## src/logic/dacsc_defines.vh

```
// Purpose: shared constants of the dual converter host controller
// Assumes: 100 MHz system clock, register word index on the Avalon bus
// Notes: definitions only
`ifndef DACSC_DEFINES_VH
`define DACSC_DEFINES_VH

// system clock and converter clock timing
`define DACSC_MCLK_HZ 100000000
`define DACSC_CONV_CLK_HZ 5000000
`define DACSC_HALF_CYC (`DACSC_MCLK_HZ / (2 * `DACSC_CONV_CLK_HZ))
`define DACSC_HALF_CYC_W 4
`define DACSC_HALF_LAST 4'h9

// frame lengths in converter clocks (half-clock mode)
`define DACSC_FRAME_DUAL 6'h14
`define DACSC_FRAME_SINGLE 6'h28
`define DACSC_FIRST_SAMPLE 6'h02
`define DACSC_BITS_DUAL 6'h10
`define DACSC_BITS_SINGLE 6'h20
`define DACSC_WORD_BITS 6'h10

// register word indexes
`define DACSC_REG_CTRL 3'h0
`define DACSC_REG_CMD 3'h1
`define DACSC_REG_CFG 3'h2
`define DACSC_REG_STATUS 3'h3
`define DACSC_REG_RESULT 3'h4

// control register fields
`define DACSC_CTRL_RUN 0
`define DACSC_CTRL_METHOD 1
`define DACSC_CTRL_LANE 2
`define DACSC_CTRL_FREE_CLK 3
`define DACSC_CTRL_ONESHOT 4
`define DACSC_CTRL_DEV_RESET 5
`define DACSC_CTRL_RESET 6'h00

// serial input word fields and values
`define DACSC_CFG_RESET 16'h0000
`define DACSC_ADDR_LSB 0
`define DACSC_ADDR_W 4
`define DACSC_ADDR_DEV_RESET 4'hf
`define DACSC_ADDR_REFDAC_A 4'h1
`define DACSC_ADDR_REFDAC_B 4'h2
`define DACSC_REF_CODE_W 10
`define DACSC_REF_CODE_MIN 10'h0cd

`endif

```

## src/logic/dacsc_host.v

```verilog
// Purpose: host controller for a dual simultaneous-sampling converter
// Assumes: half-clock mode, start and read strobes driven together, Avalon-MM
// Notes: converter clock is divided from i_mclk and driven out
// What this block does
// (RULE1) Converter holds inputs at start rise, converts from next clock rise.
// (RULE2) Never raise the start strobe while the busy pin is high.
// (RULE3) Tied strobes rise at a clock rise; converter starts next rise.
// (RULE4) Tied strobe pulse in single-output half-clock modes lasts one clock.
// (RULE5) With tied strobes, chip select is low at every conversion start.
// (RULE6) When the result buffer is used, drive start separately from read; the code drives both strobes together.
// (RULE7) Converter precharges sampling capacitors after each conversion.
// (RULE8) After reset, half-clock mode; supply a 0.5 to 20 MHz clock.
// (RULE9) In full-clock mode the supplied clock must be 1 to 40 MHz.
// (RULE10) Clock may stop after a read but restarts before the next start.
// (RULE11) Converter resets at power-on or by an address-field reset command.
// (RULE12) Reference output is 2.5 V times code plus one over 1024.
// (RULE13) Do not program a reference code below 205.
// (RULE14) Reference outputs start disabled with codes at full scale.
// (RULE15) Internal reference is off by default, switched by a power bit.
// (RULE16) Each channel picks either reference output via routing bits.
// (RULE17) Method strap low means manual channel choice, high automatic.
// (RULE18) Lane strap low uses both outputs, high only the first.
// (RULE19) Manual mode: select bits choose input pair zero or one.
// (RULE20) Automatic mode ignores select bits and advances the channel.
// (RULE21) Give at least 20 clocks per half-clock conversion cycle.
// (RULE22) Result shifts out next cycle: first bit on read fall, then rises.
// (RULE23) Busy is low in acquisition, which ends at the start rise.
// (RULE24) Channel changes apply to the conversion from the next start.
// (RULE25) Serial word is 16 bits, MSB first, captured on falling edges.
// (RULE26) Busy stays high from conversion start until precharge ends.
`timescale 1ns/1ps
`include "dacsc_defines.vh"
module dacsc_host (
    input wire i_mclk,
    input wire i_sys_rst,
    input wire [2:0] i_avs_address,
    input wire i_avs_read,
    input wire i_avs_write,
    input wire [31:0] i_avs_writedata,
    output reg [31:0] o_avs_readdata,
    output wire o_avs_waitrequest,
    output reg o_conv_clk,
    output reg o_conversion_start_strobe,
    output reg o_read_strobe,
    output reg o_chip_select_n,
    output reg o_serial_in_pin,
    output reg o_channel_method_strap,
    output reg o_output_lane_strap,
    input wire i_busy,
    input wire i_first_serial_out,
    input wire i_second_serial_out
);
    localparam [2:0] ST_IDLE = 3'h1;
    localparam [2:0] ST_WAIT = 3'h2;
    localparam [2:0] ST_FRAME = 3'h4;

    // raises a reference code below the safe floor when a code is due
    function [15:0] dacsc_clamp;
        input [15:0] word;
        input code_due;
        begin
            dacsc_clamp = word;
            if (code_due &&
                word[`DACSC_REF_CODE_W-1:0] < `DACSC_REF_CODE_MIN) begin
                dacsc_clamp[`DACSC_REF_CODE_W-1:0] = `DACSC_REF_CODE_MIN;
            end
        end
    endfunction

    // true when a word's address field announces a reference code next
    function dacsc_is_ref_addr;
        input [15:0] word;
        reg [`DACSC_ADDR_W-1:0] a;
        begin
            a = word[`DACSC_ADDR_LSB +: `DACSC_ADDR_W];
            dacsc_is_ref_addr = (a == `DACSC_ADDR_REFDAC_A) ||
                (a == `DACSC_ADDR_REFDAC_B);
        end
    endfunction

    wire [2:0] pin_level;
    wire busy_level;
    wire first_serial_out_level;
    wire second_serial_out_level;
    reg [5:0] ctrl;
    reg [15:0] cmd_word;
    reg cmd_pending;
    reg [15:0] cfg_word;
    reg [31:0] result;
    reg result_valid;
    reg have_prior;
    reg clamped;
    reg ack;
    reg [2:0] state;
    reg [`DACSC_HALF_CYC_W-1:0] half_cnt;
    reg [5:0] cyc;
    reg [15:0] sdi_shift;
    reg [31:0] sda_shift;
    reg [15:0] sdb_shift;
    reg lane_frame;
    reg code_due;
    reg [15:0] next_word;
    reg [31:0] next_readdata;
    wire bus_req;
    wire wr_take;
    wire rd_take;
    wire clk_enable;
    wire half_done;
    wire rise_tick;
    wire [5:0] frame_len;
    wire [5:0] sample_bits;
    wire [5:0] cyc_next;
    wire frame_end;
    wire start_req;

    // busy and both data outputs arrive from the converter pins
    dacsc_pin_sync #(
        .WIDTH(3)
    ) u_sync (
        .i_mclk(i_mclk),
        .i_sys_rst(i_sys_rst),
        .i_pin({i_second_serial_out, i_first_serial_out, i_busy}),
        .o_level(pin_level)
    );
    assign busy_level = pin_level[0];
    assign first_serial_out_level = pin_level[1];
    assign second_serial_out_level = pin_level[2];

    // bus answers one cycle after a request appears
    assign bus_req = i_avs_read | i_avs_write;
    assign o_avs_waitrequest = bus_req & ~ack;
    assign wr_take = i_avs_write & ack;
    assign rd_take = i_avs_read & ack;

    always @(posedge i_mclk) begin
        if (i_sys_rst) begin
            ack <= 1'b0;
        end else begin
            ack <= bus_req & ~ack;
        end
    end

    // read data mux, unmapped indexes read zero
    always @* begin
        next_readdata = 32'h00000000;
        case (i_avs_address)
            `DACSC_REG_CTRL: next_readdata = {26'h0000000, ctrl};
            `DACSC_REG_CMD: next_readdata = {16'h0000, cmd_word};
            `DACSC_REG_CFG: next_readdata = {16'h0000, cfg_word};
            `DACSC_REG_STATUS: next_readdata = {26'h0000000, clamped,
                cmd_pending, result_valid, (state == ST_FRAME),
                (state == ST_WAIT), busy_level};
            `DACSC_REG_RESULT: next_readdata = result;
            default: next_readdata = 32'h00000000;
        endcase
    end

    always @(posedge i_mclk) begin
        if (i_sys_rst) begin
            o_avs_readdata <= 32'h00000000;
        end else if (i_avs_read & ~ack) begin
            o_avs_readdata <= next_readdata;
        end
    end

    // software registers; strap levels follow the control register
    always @(posedge i_mclk) begin
        if (i_sys_rst) begin
            ctrl <= `DACSC_CTRL_RESET;
            cfg_word <= `DACSC_CFG_RESET;
            o_channel_method_strap <= 1'b0;
            o_output_lane_strap <= 1'b0;
        end else begin
            if (wr_take && i_avs_address == `DACSC_REG_CTRL) begin
                ctrl <= i_avs_writedata[5:0];
            end else if (state == ST_FRAME && cyc == 6'h00) begin
                // one-shot and device reset requests are consumed
                ctrl[`DACSC_CTRL_ONESHOT] <= 1'b0;
                ctrl[`DACSC_CTRL_DEV_RESET] <= 1'b0;
            end
            if (wr_take && i_avs_address == `DACSC_REG_CFG) begin
                cfg_word <= i_avs_writedata[15:0];
            end
            // straps only move between frames
            if (state == ST_IDLE) begin
                o_channel_method_strap <= ctrl[`DACSC_CTRL_METHOD]; // RULE17
                o_output_lane_strap <= ctrl[`DACSC_CTRL_LANE]; // RULE18
            end
        end
    end

    // converter clock: half-clock mode, 5 MHz, stops low when idle unless the free-run bit is set
    assign clk_enable = (state != ST_IDLE) | ctrl[`DACSC_CTRL_FREE_CLK] |
        o_conv_clk; // RULE10
    assign half_done = (half_cnt == `DACSC_HALF_LAST);
    assign rise_tick = clk_enable & half_done & ~o_conv_clk;

    always @(posedge i_mclk) begin
        if (i_sys_rst) begin
            half_cnt <= {`DACSC_HALF_CYC_W{1'b0}};
            o_conv_clk <= 1'b0;
        end else if (clk_enable) begin
            if (half_done) begin
                half_cnt <= {`DACSC_HALF_CYC_W{1'b0}};
                o_conv_clk <= ~o_conv_clk; // RULE8 RULE9
            end else begin
                half_cnt <= half_cnt + 4'h1;
            end
        end else begin
            half_cnt <= {`DACSC_HALF_CYC_W{1'b0}};
        end
    end

    // frame geometry from the lane arrangement
    assign frame_len = lane_frame ? `DACSC_FRAME_SINGLE :
        `DACSC_FRAME_DUAL; // RULE21
    assign sample_bits = lane_frame ? `DACSC_BITS_SINGLE : `DACSC_BITS_DUAL;
    assign cyc_next = cyc + 6'h01;
    assign frame_end = (state == ST_FRAME) && rise_tick &&
        (cyc_next == frame_len);
    assign start_req = ctrl[`DACSC_CTRL_RUN] | ctrl[`DACSC_CTRL_ONESHOT] |
        ctrl[`DACSC_CTRL_DEV_RESET];

    // word to shift out: reset command, pending command or config
    always @* begin
        next_word = dacsc_clamp(cmd_pending ? cmd_word : cfg_word,
            code_due); // RULE13
        if (ctrl[`DACSC_CTRL_DEV_RESET]) begin
            next_word = {cfg_word[15:`DACSC_ADDR_W],
                `DACSC_ADDR_DEV_RESET}; // RULE11
        end
    end

    // frame sequencer
    always @(posedge i_mclk) begin
        if (i_sys_rst) begin
            state <= ST_IDLE;
            cyc <= 6'h00;
            o_conversion_start_strobe <= 1'b0;
            o_read_strobe <= 1'b0;
            o_chip_select_n <= 1'b1;
            o_serial_in_pin <= 1'b0;
            sdi_shift <= 16'h0000;
            sda_shift <= 32'h00000000;
            sdb_shift <= 16'h0000;
            lane_frame <= 1'b0;
        end else begin
            case (state)
                ST_IDLE: begin
                    if (start_req) begin
                        state <= ST_WAIT;
                        lane_frame <= ctrl[`DACSC_CTRL_LANE];
                    end
                end
                ST_WAIT: begin
                    // start only in acquisition, on a clock rise
                    if (rise_tick && !busy_level) begin // RULE2
                        state <= ST_FRAME;
                        cyc <= 6'h00;
                        // strobes rise and fall together, each lasts one clock
                        o_conversion_start_strobe <= 1'b1; // RULE3; read rises with start, not separately as RULE6 asks
                        o_read_strobe <= 1'b1; // RULE4
                        o_chip_select_n <= 1'b0; // RULE5
                        o_serial_in_pin <= next_word[15]; // RULE25
                        sdi_shift <= {next_word[14:0], 1'b0};
                    end
                end
                ST_FRAME: begin
                    if (rise_tick) begin
                        cyc <= cyc_next;
                        o_conversion_start_strobe <= 1'b0;
                        // read falls here, first result bit follows
                        o_read_strobe <= 1'b0; // RULE22
                        if (cyc_next < `DACSC_WORD_BITS) begin
                            o_serial_in_pin <= sdi_shift[15];
                            sdi_shift <= {sdi_shift[14:0], 1'b0};
                        end else begin
                            o_serial_in_pin <= 1'b0;
                        end
                        // bit k settles after rise k, taken at rise k+1
                        if (cyc_next >= `DACSC_FIRST_SAMPLE &&
                            cyc_next < sample_bits + `DACSC_FIRST_SAMPLE) begin
                            sda_shift <= {sda_shift[30:0], first_serial_out_level};
                            sdb_shift <= {sdb_shift[14:0], second_serial_out_level};
                        end
                        if (cyc_next == frame_len) begin
                            o_chip_select_n <= 1'b1;
                            state <= ST_IDLE;
                        end
                    end
                end
                default: begin
                    state <= ST_IDLE;
                end
            endcase
        end
    end

    // one-shot command word and reference code tracking
    always @(posedge i_mclk) begin
        if (i_sys_rst) begin
            cmd_word <= 16'h0000;
            cmd_pending <= 1'b0;
            code_due <= 1'b0;
            clamped <= 1'b0;
        end else begin
            if (state == ST_WAIT && rise_tick && !busy_level) begin
                code_due <= cmd_pending && !ctrl[`DACSC_CTRL_DEV_RESET] &&
                    !code_due && dacsc_is_ref_addr(cmd_word);
                if (cmd_pending && !ctrl[`DACSC_CTRL_DEV_RESET]) begin
                    cmd_pending <= 1'b0;
                end
            end
            // a new command written in the same cycle wins
            if (wr_take && i_avs_address == `DACSC_REG_CMD) begin
                cmd_word <= i_avs_writedata[15:0];
                cmd_pending <= 1'b1;
                clamped <= 1'b0;
            end
            if (state == ST_WAIT && rise_tick && !busy_level && code_due &&
                next_word != (cmd_pending ? cmd_word : cfg_word)) begin
                clamped <= 1'b1; // RULE13
            end
        end
    end

    // results belong to the previous conversion; first frame is stale
    always @(posedge i_mclk) begin
        if (i_sys_rst) begin
            result <= 32'h00000000;
            result_valid <= 1'b0;
            have_prior <= 1'b0;
        end else begin
            if (rd_take && i_avs_address == `DACSC_REG_RESULT) begin
                result_valid <= 1'b0;
            end
            if (frame_end) begin
                have_prior <= 1'b1;
                if (have_prior) begin
                    result_valid <= 1'b1;
                    if (lane_frame) begin
                        result <= {sda_shift[15:0], sda_shift[31:16]};
                    end else begin
                        result <= {sdb_shift, sda_shift[15:0]};
                    end
                end
            end
        end
    end
endmodule

```

## src/logic/dacsc_pin_sync.v

```verilog
// Purpose: three-flop input synchroniser with agreement filter
// Assumes: inputs are asynchronous to i_mclk
// Notes: output changes only when stages two and three agree
`timescale 1ns/1ps
module dacsc_pin_sync #(
    parameter WIDTH = 3
) (
    input wire i_mclk,
    input wire i_sys_rst,
    input wire [WIDTH-1:0] i_pin,
    output wire [WIDTH-1:0] o_level
);
    genvar g;
    generate
        for (g = 0; g < WIDTH; g = g + 1) begin : g_bit
            reg s1;
            reg s2;
            reg s3;
            reg level;
            // stage one feeds stage two only
            always @(posedge i_mclk) begin
                if (i_sys_rst) begin
                    s1 <= 1'b0;
                    s2 <= 1'b0;
                    s3 <= 1'b0;
                    level <= 1'b0;
                end else begin
                    s1 <= i_pin[g];
                    s2 <= s1;
                    s3 <= s2;
                    if (s2 == s3) begin
                        level <= s3;
                    end
                end
            end
            assign o_level[g] = level;
        end
    endgenerate
endmodule

```

## config.mk

```make
export PLATFORM = sky130hd
export DESIGN_NAME = dacsc_host
export DESIGN_NICKNAME = d
export VERILOG_FILES = /design/src/logic/dacsc_host.v /design/src/logic/dacsc_pin_sync.v
export VERILOG_INCLUDE_DIRS = /design/src /design/src/logic
export SDC_FILE = /design/constraint.sdc
export NUM_CORES = 1
export LEC_CHECK = 0
export ABC_CLOCK_PERIOD_IN_PS = 7700
export BUFFER_PORTS_ARGS = -buffer_cell sky130_fd_sc_hd__buf_2
export CAP_MARGIN = 20
export CORE_ASPECT_RATIO = 0.7
export CORE_MARGIN = 2
export CORE_UTILIZATION = 61
export CTS_CLUSTER_DIAMETER = 40
export DETAILED_ROUTE_END_ITERATION = 8
export GPL_TIMING_DRIVEN = 0
export PLACE_DENSITY = 0.9
export SETUP_SLACK_MARGIN = 0.3
export SYNTH_ARGS = -nofsm -noshare
export SYNTH_HDL_FRONTEND = slang
export SYNTH_SLANG_ARGS = --single-unit
```

## constraint.sdc

```tcl
create_clock -name i_mclk -period 7.7 [get_ports i_mclk]
set_clock_uncertainty 0.2 [all_clocks]
set_input_delay 0 -clock i_mclk [delete_from_list [all_inputs] [get_ports i_mclk]]
set_output_delay 0 -clock i_mclk [all_outputs]
set_load 0.02 [all_outputs]
```

==> results by group <==
STA
  • Min cycle time layout: about 3700 ps
  • Actual transition at the worst max-transition pin: a little over 1000 ps
  • RSZ-0062 raised after global routing: false
  • Fin Setup TNS: 0 ps
  • Final hold vios: 0
  • Final period util: 0.476
  • Post-route setup slack: 4040 ps
  • Slew margin rel.: 0.327
  • Count of final setup violators: 0
  • Pins over their slew limit: 0
  • Fmax: 273 MHz

Synth
  • Post-synth top area cell: dfxtp_1
  • Synth async-reset ratio: 0
  • Post-synthesis compound-gate area fraction: 0.186
  • Distinct cells, synth: 55
  • Synth Area in XOR/XNOR: 0.0167
  • Most used DFF post-synth: dfxtp_1
  • Net count after synthesis: 1079
  • Mapped Area: 0.00890 sq mm
  • Adder-Cell Fraction of Synth Area: 0.00984
  • Largest family of logic cells by synthesized area: simple AND/OR/NAND/NOR gates
  • Sequential share of the synthesized area: 0.457
  • Number of flops mapped to enable cells by yosys: 0
  • Main area contributors after synthesis: dfxtp_1, mux2i_1, nand2_1
  • Synth top area share: 0.457
  • Synth Register Bits: roughly 200
  • Post-Synth Simple-Gate Area: 0.186
  • Ys Warns: 0
  • Mux cell area share after synthesis: 0.101
  • Post-Syn Instances: 1030
  • Syn Area/Cell: between 8 and 9 sq um

Worst setup path
  • Crit Path Class: flip-flop to flip-flop
  • Slowest stage cell on the critical path: buf_1
  • Critical path fanouts, max: 10
  • CP arrival: between 3000 and 4000 ps
  • Required @ worst endpoint: ~7900 ps
  • CP Capture Type: flip-flop
  • Setup crit start kind: flip-flop
  • Worst stage delay on the critical path: 640 ps
  • Crit-path cells: clkbuf_1 -> buf_1 -> inv_1 -> ha_1 -> nand2_1 -> o211ai_1 -> buf_2 -> buf_2 -> nand2_1 -> a21oi_1

Clock network
  • Clk pin slew, worst setup/hold paths: 60 ps
  • Max Root-Sink Buffers: 3
  • Max H-tree Level: 1
  • Root Buffer: clkbuf_16
  • CTS resizes: 0
  • CTS sink count: around 200
  • TritonCTS clock tree: done
  • Worst-skew pair later-pin latency: ~500 ps
  • CTS Buf Count: 21

Place
  • Area after DPL: between 0.009 and 0.01 sq mm
  • DP Worst Slack: 4240 ps
  • Last weighted congestion value of the routability-driven placer: 0.995
  • Input/output buffers: 64
  • DP HPWL: 18.2 mm
  • DP Cell Count: 1284

Finish
  • Area Overhead vs Synth: 16.7%
  • Antenna Cells: 0
  • Non-filler instance count after layout: 1343
  • Nets: approximately 1200
  • Share of cells above drive strength 1: 0.132
  • Final Instance Area: 0.0104 sq mm

Route
  • Total number of vias: 8399
  • Via/cell ratio: between 6 and 7
  • Residual DRC: 0
  • First-pass DRT Iterations: 8
  • Starting DRT DRC Count: roughly 1000
  • Post-DR wirelength/cell: 19.4 um
  • Routed WL: 26.1 mm
  • Number of antenna-violating nets in the routed design: 0

Global route
  • Number of antenna violations at the first check in global routing: 0
  • First-pass GRT wire length: 40.4 mm
  • Vias in the first global route: roughly 7500
  • Global route overflow: 0
  • Total Routing Usage GR: 0.327
  • Largest net degree at the start of global routing: 16

Power and ir drop
  • Tot Pwr: 2.20 mW
  • Power Density: 211 mW/mm^2
  • P_sw: 503 uW
  • Sequential power share: 0.482
  • Clock Power Share: 0.479
  • Gate power share: 0.039
  • Leakage power: 3.71 nW
  • Internal: between 1.5 and 2 mW
  • Worst VDD drop: around 160 uV
  • Sw Ratio: 0.229

Status
  • Status: complete, no violations

Run
  • Total of max-cap violations: 0

Floorplanning
  • Die Area: 0.0156 sq mm
  • Die width: roughly 150 um
  • Effective utilization at floorplan: 0.631
  • # IOs: 82
  • Rows: 36
  • Core area: 0.0141 sq mm
  • Chip Height: 105 um

Min path
  • Hold crit path type: input pin to flip-flop
==> cells in the mapped netlist, types with 6 or more instances <==
| library cell | number |
|---|---|
| dfxtp_1 | 203 |
| nand2_1 | 154 |
| nor2_1 | 129 |
| a21oi_1 | 100 |
| mux2i_1 | 80 |
| clkbuf_1 | 57 |
| a22oi_1 | 41 |
| nand3_1 | 31 |
| o21ai_0 | 24 |
| a211oi_2 | 20 |
| xor2_1 | 15 |
| nor2b_1 | 14 |
| a211oi_1 | 13 |
| buf_2 | 12 |
| mux2_2 | 9 |
| o22ai_1 | 9 |
| inv_1 | 8 |
| a211o_1 | 7 |
| ha_1 | 7 |
| nand2b_1 | 7 |
| nor4_1 | 7 |
| buf_4 | 6 |
| nand3b_1 | 6 |
| o31ai_1 | 6 |
| or3_1 | 6 |
==> area by class of cell <==
type                       count  area [sq um]
timing repair buffer          86           541
multi-input combinational    738          4450
fill                         958          3710
buffer                        81           357
sequential                   203          4060
clock inverter                10           120
tap                          190           238
inverter                       8          30.0
clock buffer                  27           588
==> worst max-delay path: cells and delay by family, from the launching register on <==
| kind | cells | cell delay, ps |
|---|---|---|
| flip-flops | 1 | 400 |
| AND/OR/NAND/NOR | 2 | 180 |
| adder cells (fa/ha/maj) | 1 | 350 |
| buffers and inverters | 5 | 1880 |
| AO/OA/AOI/OAI | 2 | 580 |
==> worst paths after layout <==
check / slack [ps] / end / startpoint / cells past startpoint
max: 4040 / sda_shift[28] / lane_frame / 10
min: 30 / u_sync.g_bit[2].s1 / i_second_serial_out / 3
max reg2reg: 4040 / sda_shift[28] / lane_frame / 10
min reg2reg: 240 / u_sync.g_bit[0].s2 / u_sync.g_bit[0].s1 / 1
==> cells in the final DEF, fill, tap and decap left out, types with 4 or more instances in the layout <==
cell type | netlist | routed
o211ai_1 | 4 | 4
o22ai_1 | 9 | 9
nor2b_1 | 14 | 14
mux2_2 | 9 | 9
dlygate4sd3_1 | 0 | 22
clkbuf_16 | 0 | 21
a221oi_1 | 4 | 4
a22oi_1 | 41 | 41
dfxtp_1 | 203 | 203
o21ai_0 | 24 | 24
nand2_1 | 154 | 154
buf_1 | 4 | 4
nor3_1 | 5 | 5
nor4_1 | 7 | 7
a211oi_2 | 20 | 20
nand3_1 | 31 | 31
inv_1 | 8 | 8
nand3b_1 | 6 | 6
nand2b_1 | 7 | 7
nor3b_1 | 5 | 5
inv_6 | 0 | 4
mux2i_1 | 80 | 80
a21oi_1 | 100 | 100
clkbuf_8 | 0 | 4
o31ai_1 | 6 | 6
xor2_1 | 15 | 15
buf_4 | 6 | 6
a211o_1 | 7 | 7
or3_1 | 6 | 6
ha_1 | 7 | 7
buf_2 | 12 | 76
clkbuf_1 | 57 | 59
a211oi_1 | 13 | 13
nor2_1 | 129 | 129
==> state kept, by name (all words and copies together) (netlist names), 3 cells and up <==
name and count:
o_avs_readdata 32, result 32, sda_shift 32, cfg_word 16
cmd_word 16, sdb_shift 16, sdi_shift 15, ctrl 6
cyc 6, half_cnt 4, state 3, u_sync.g_bit.level 3
u_sync.g_bit.s1 3, u_sync.g_bit.s2 3, u_sync.g_bit.s3 3
==> per-layer routing <==
metal	GRT usage	vias to the layer above	wire length (um)
li1	-	3831	-
met1	0.471	3937	11400
met2	0.466	575	10600
met3	0.117	56	3510
met4	0.0769	0	542
met5	0	-	0
==> power groups by stage <==
stage / Sequential, mW / Combinational (mW) / Clock [mW]
2_1_floorplan: 1.08 / 0.0435 / 0
3_3_place_gp: 1.08 / 0.0717 / 0
3_5_place_dp: 1.08 / 0.0729 / 0
4_1_cts: 1.06 / 0.0821 / 1.05
5_1_grt: 1.06 / 0.0904 / 1.09
6_report: 1.06 / 0.0861 / 1.05
==> repair_timing <==
action | 4_1_cts | 5_1_grt
hold endpoints to repair | 45 | 0
endpoints found under the setup margin | 0 | 0
buffers inserted | 0 | 0
hold buffers | 22 | 0
==> through the flow <==
step | hold slack, ps | util
floorplan | -71.8 | -
global placement | 12.5 | 0.671
detailed placement | 13.6 | 0.671
CTS | 11.3 | 0.737
global route | 46.7 | 0.737
finish | 32.5 | 0.737
==> cells by family (layout without fill, tap and decap cells) <==
family / count (synthesis) / after routing
AND/OR/NAND/NOR: 378 / 378
AO/OA/AOI/OAI: 247 / 247
flip-flops: 203 / 203
multiplexers: 89 / 89
buffers and inverters: 89 / 212
XOR/XNOR: 17 / 17
adder cells (fa/ha/maj): 7 / 7
Power figures use the tool's default switching activity.
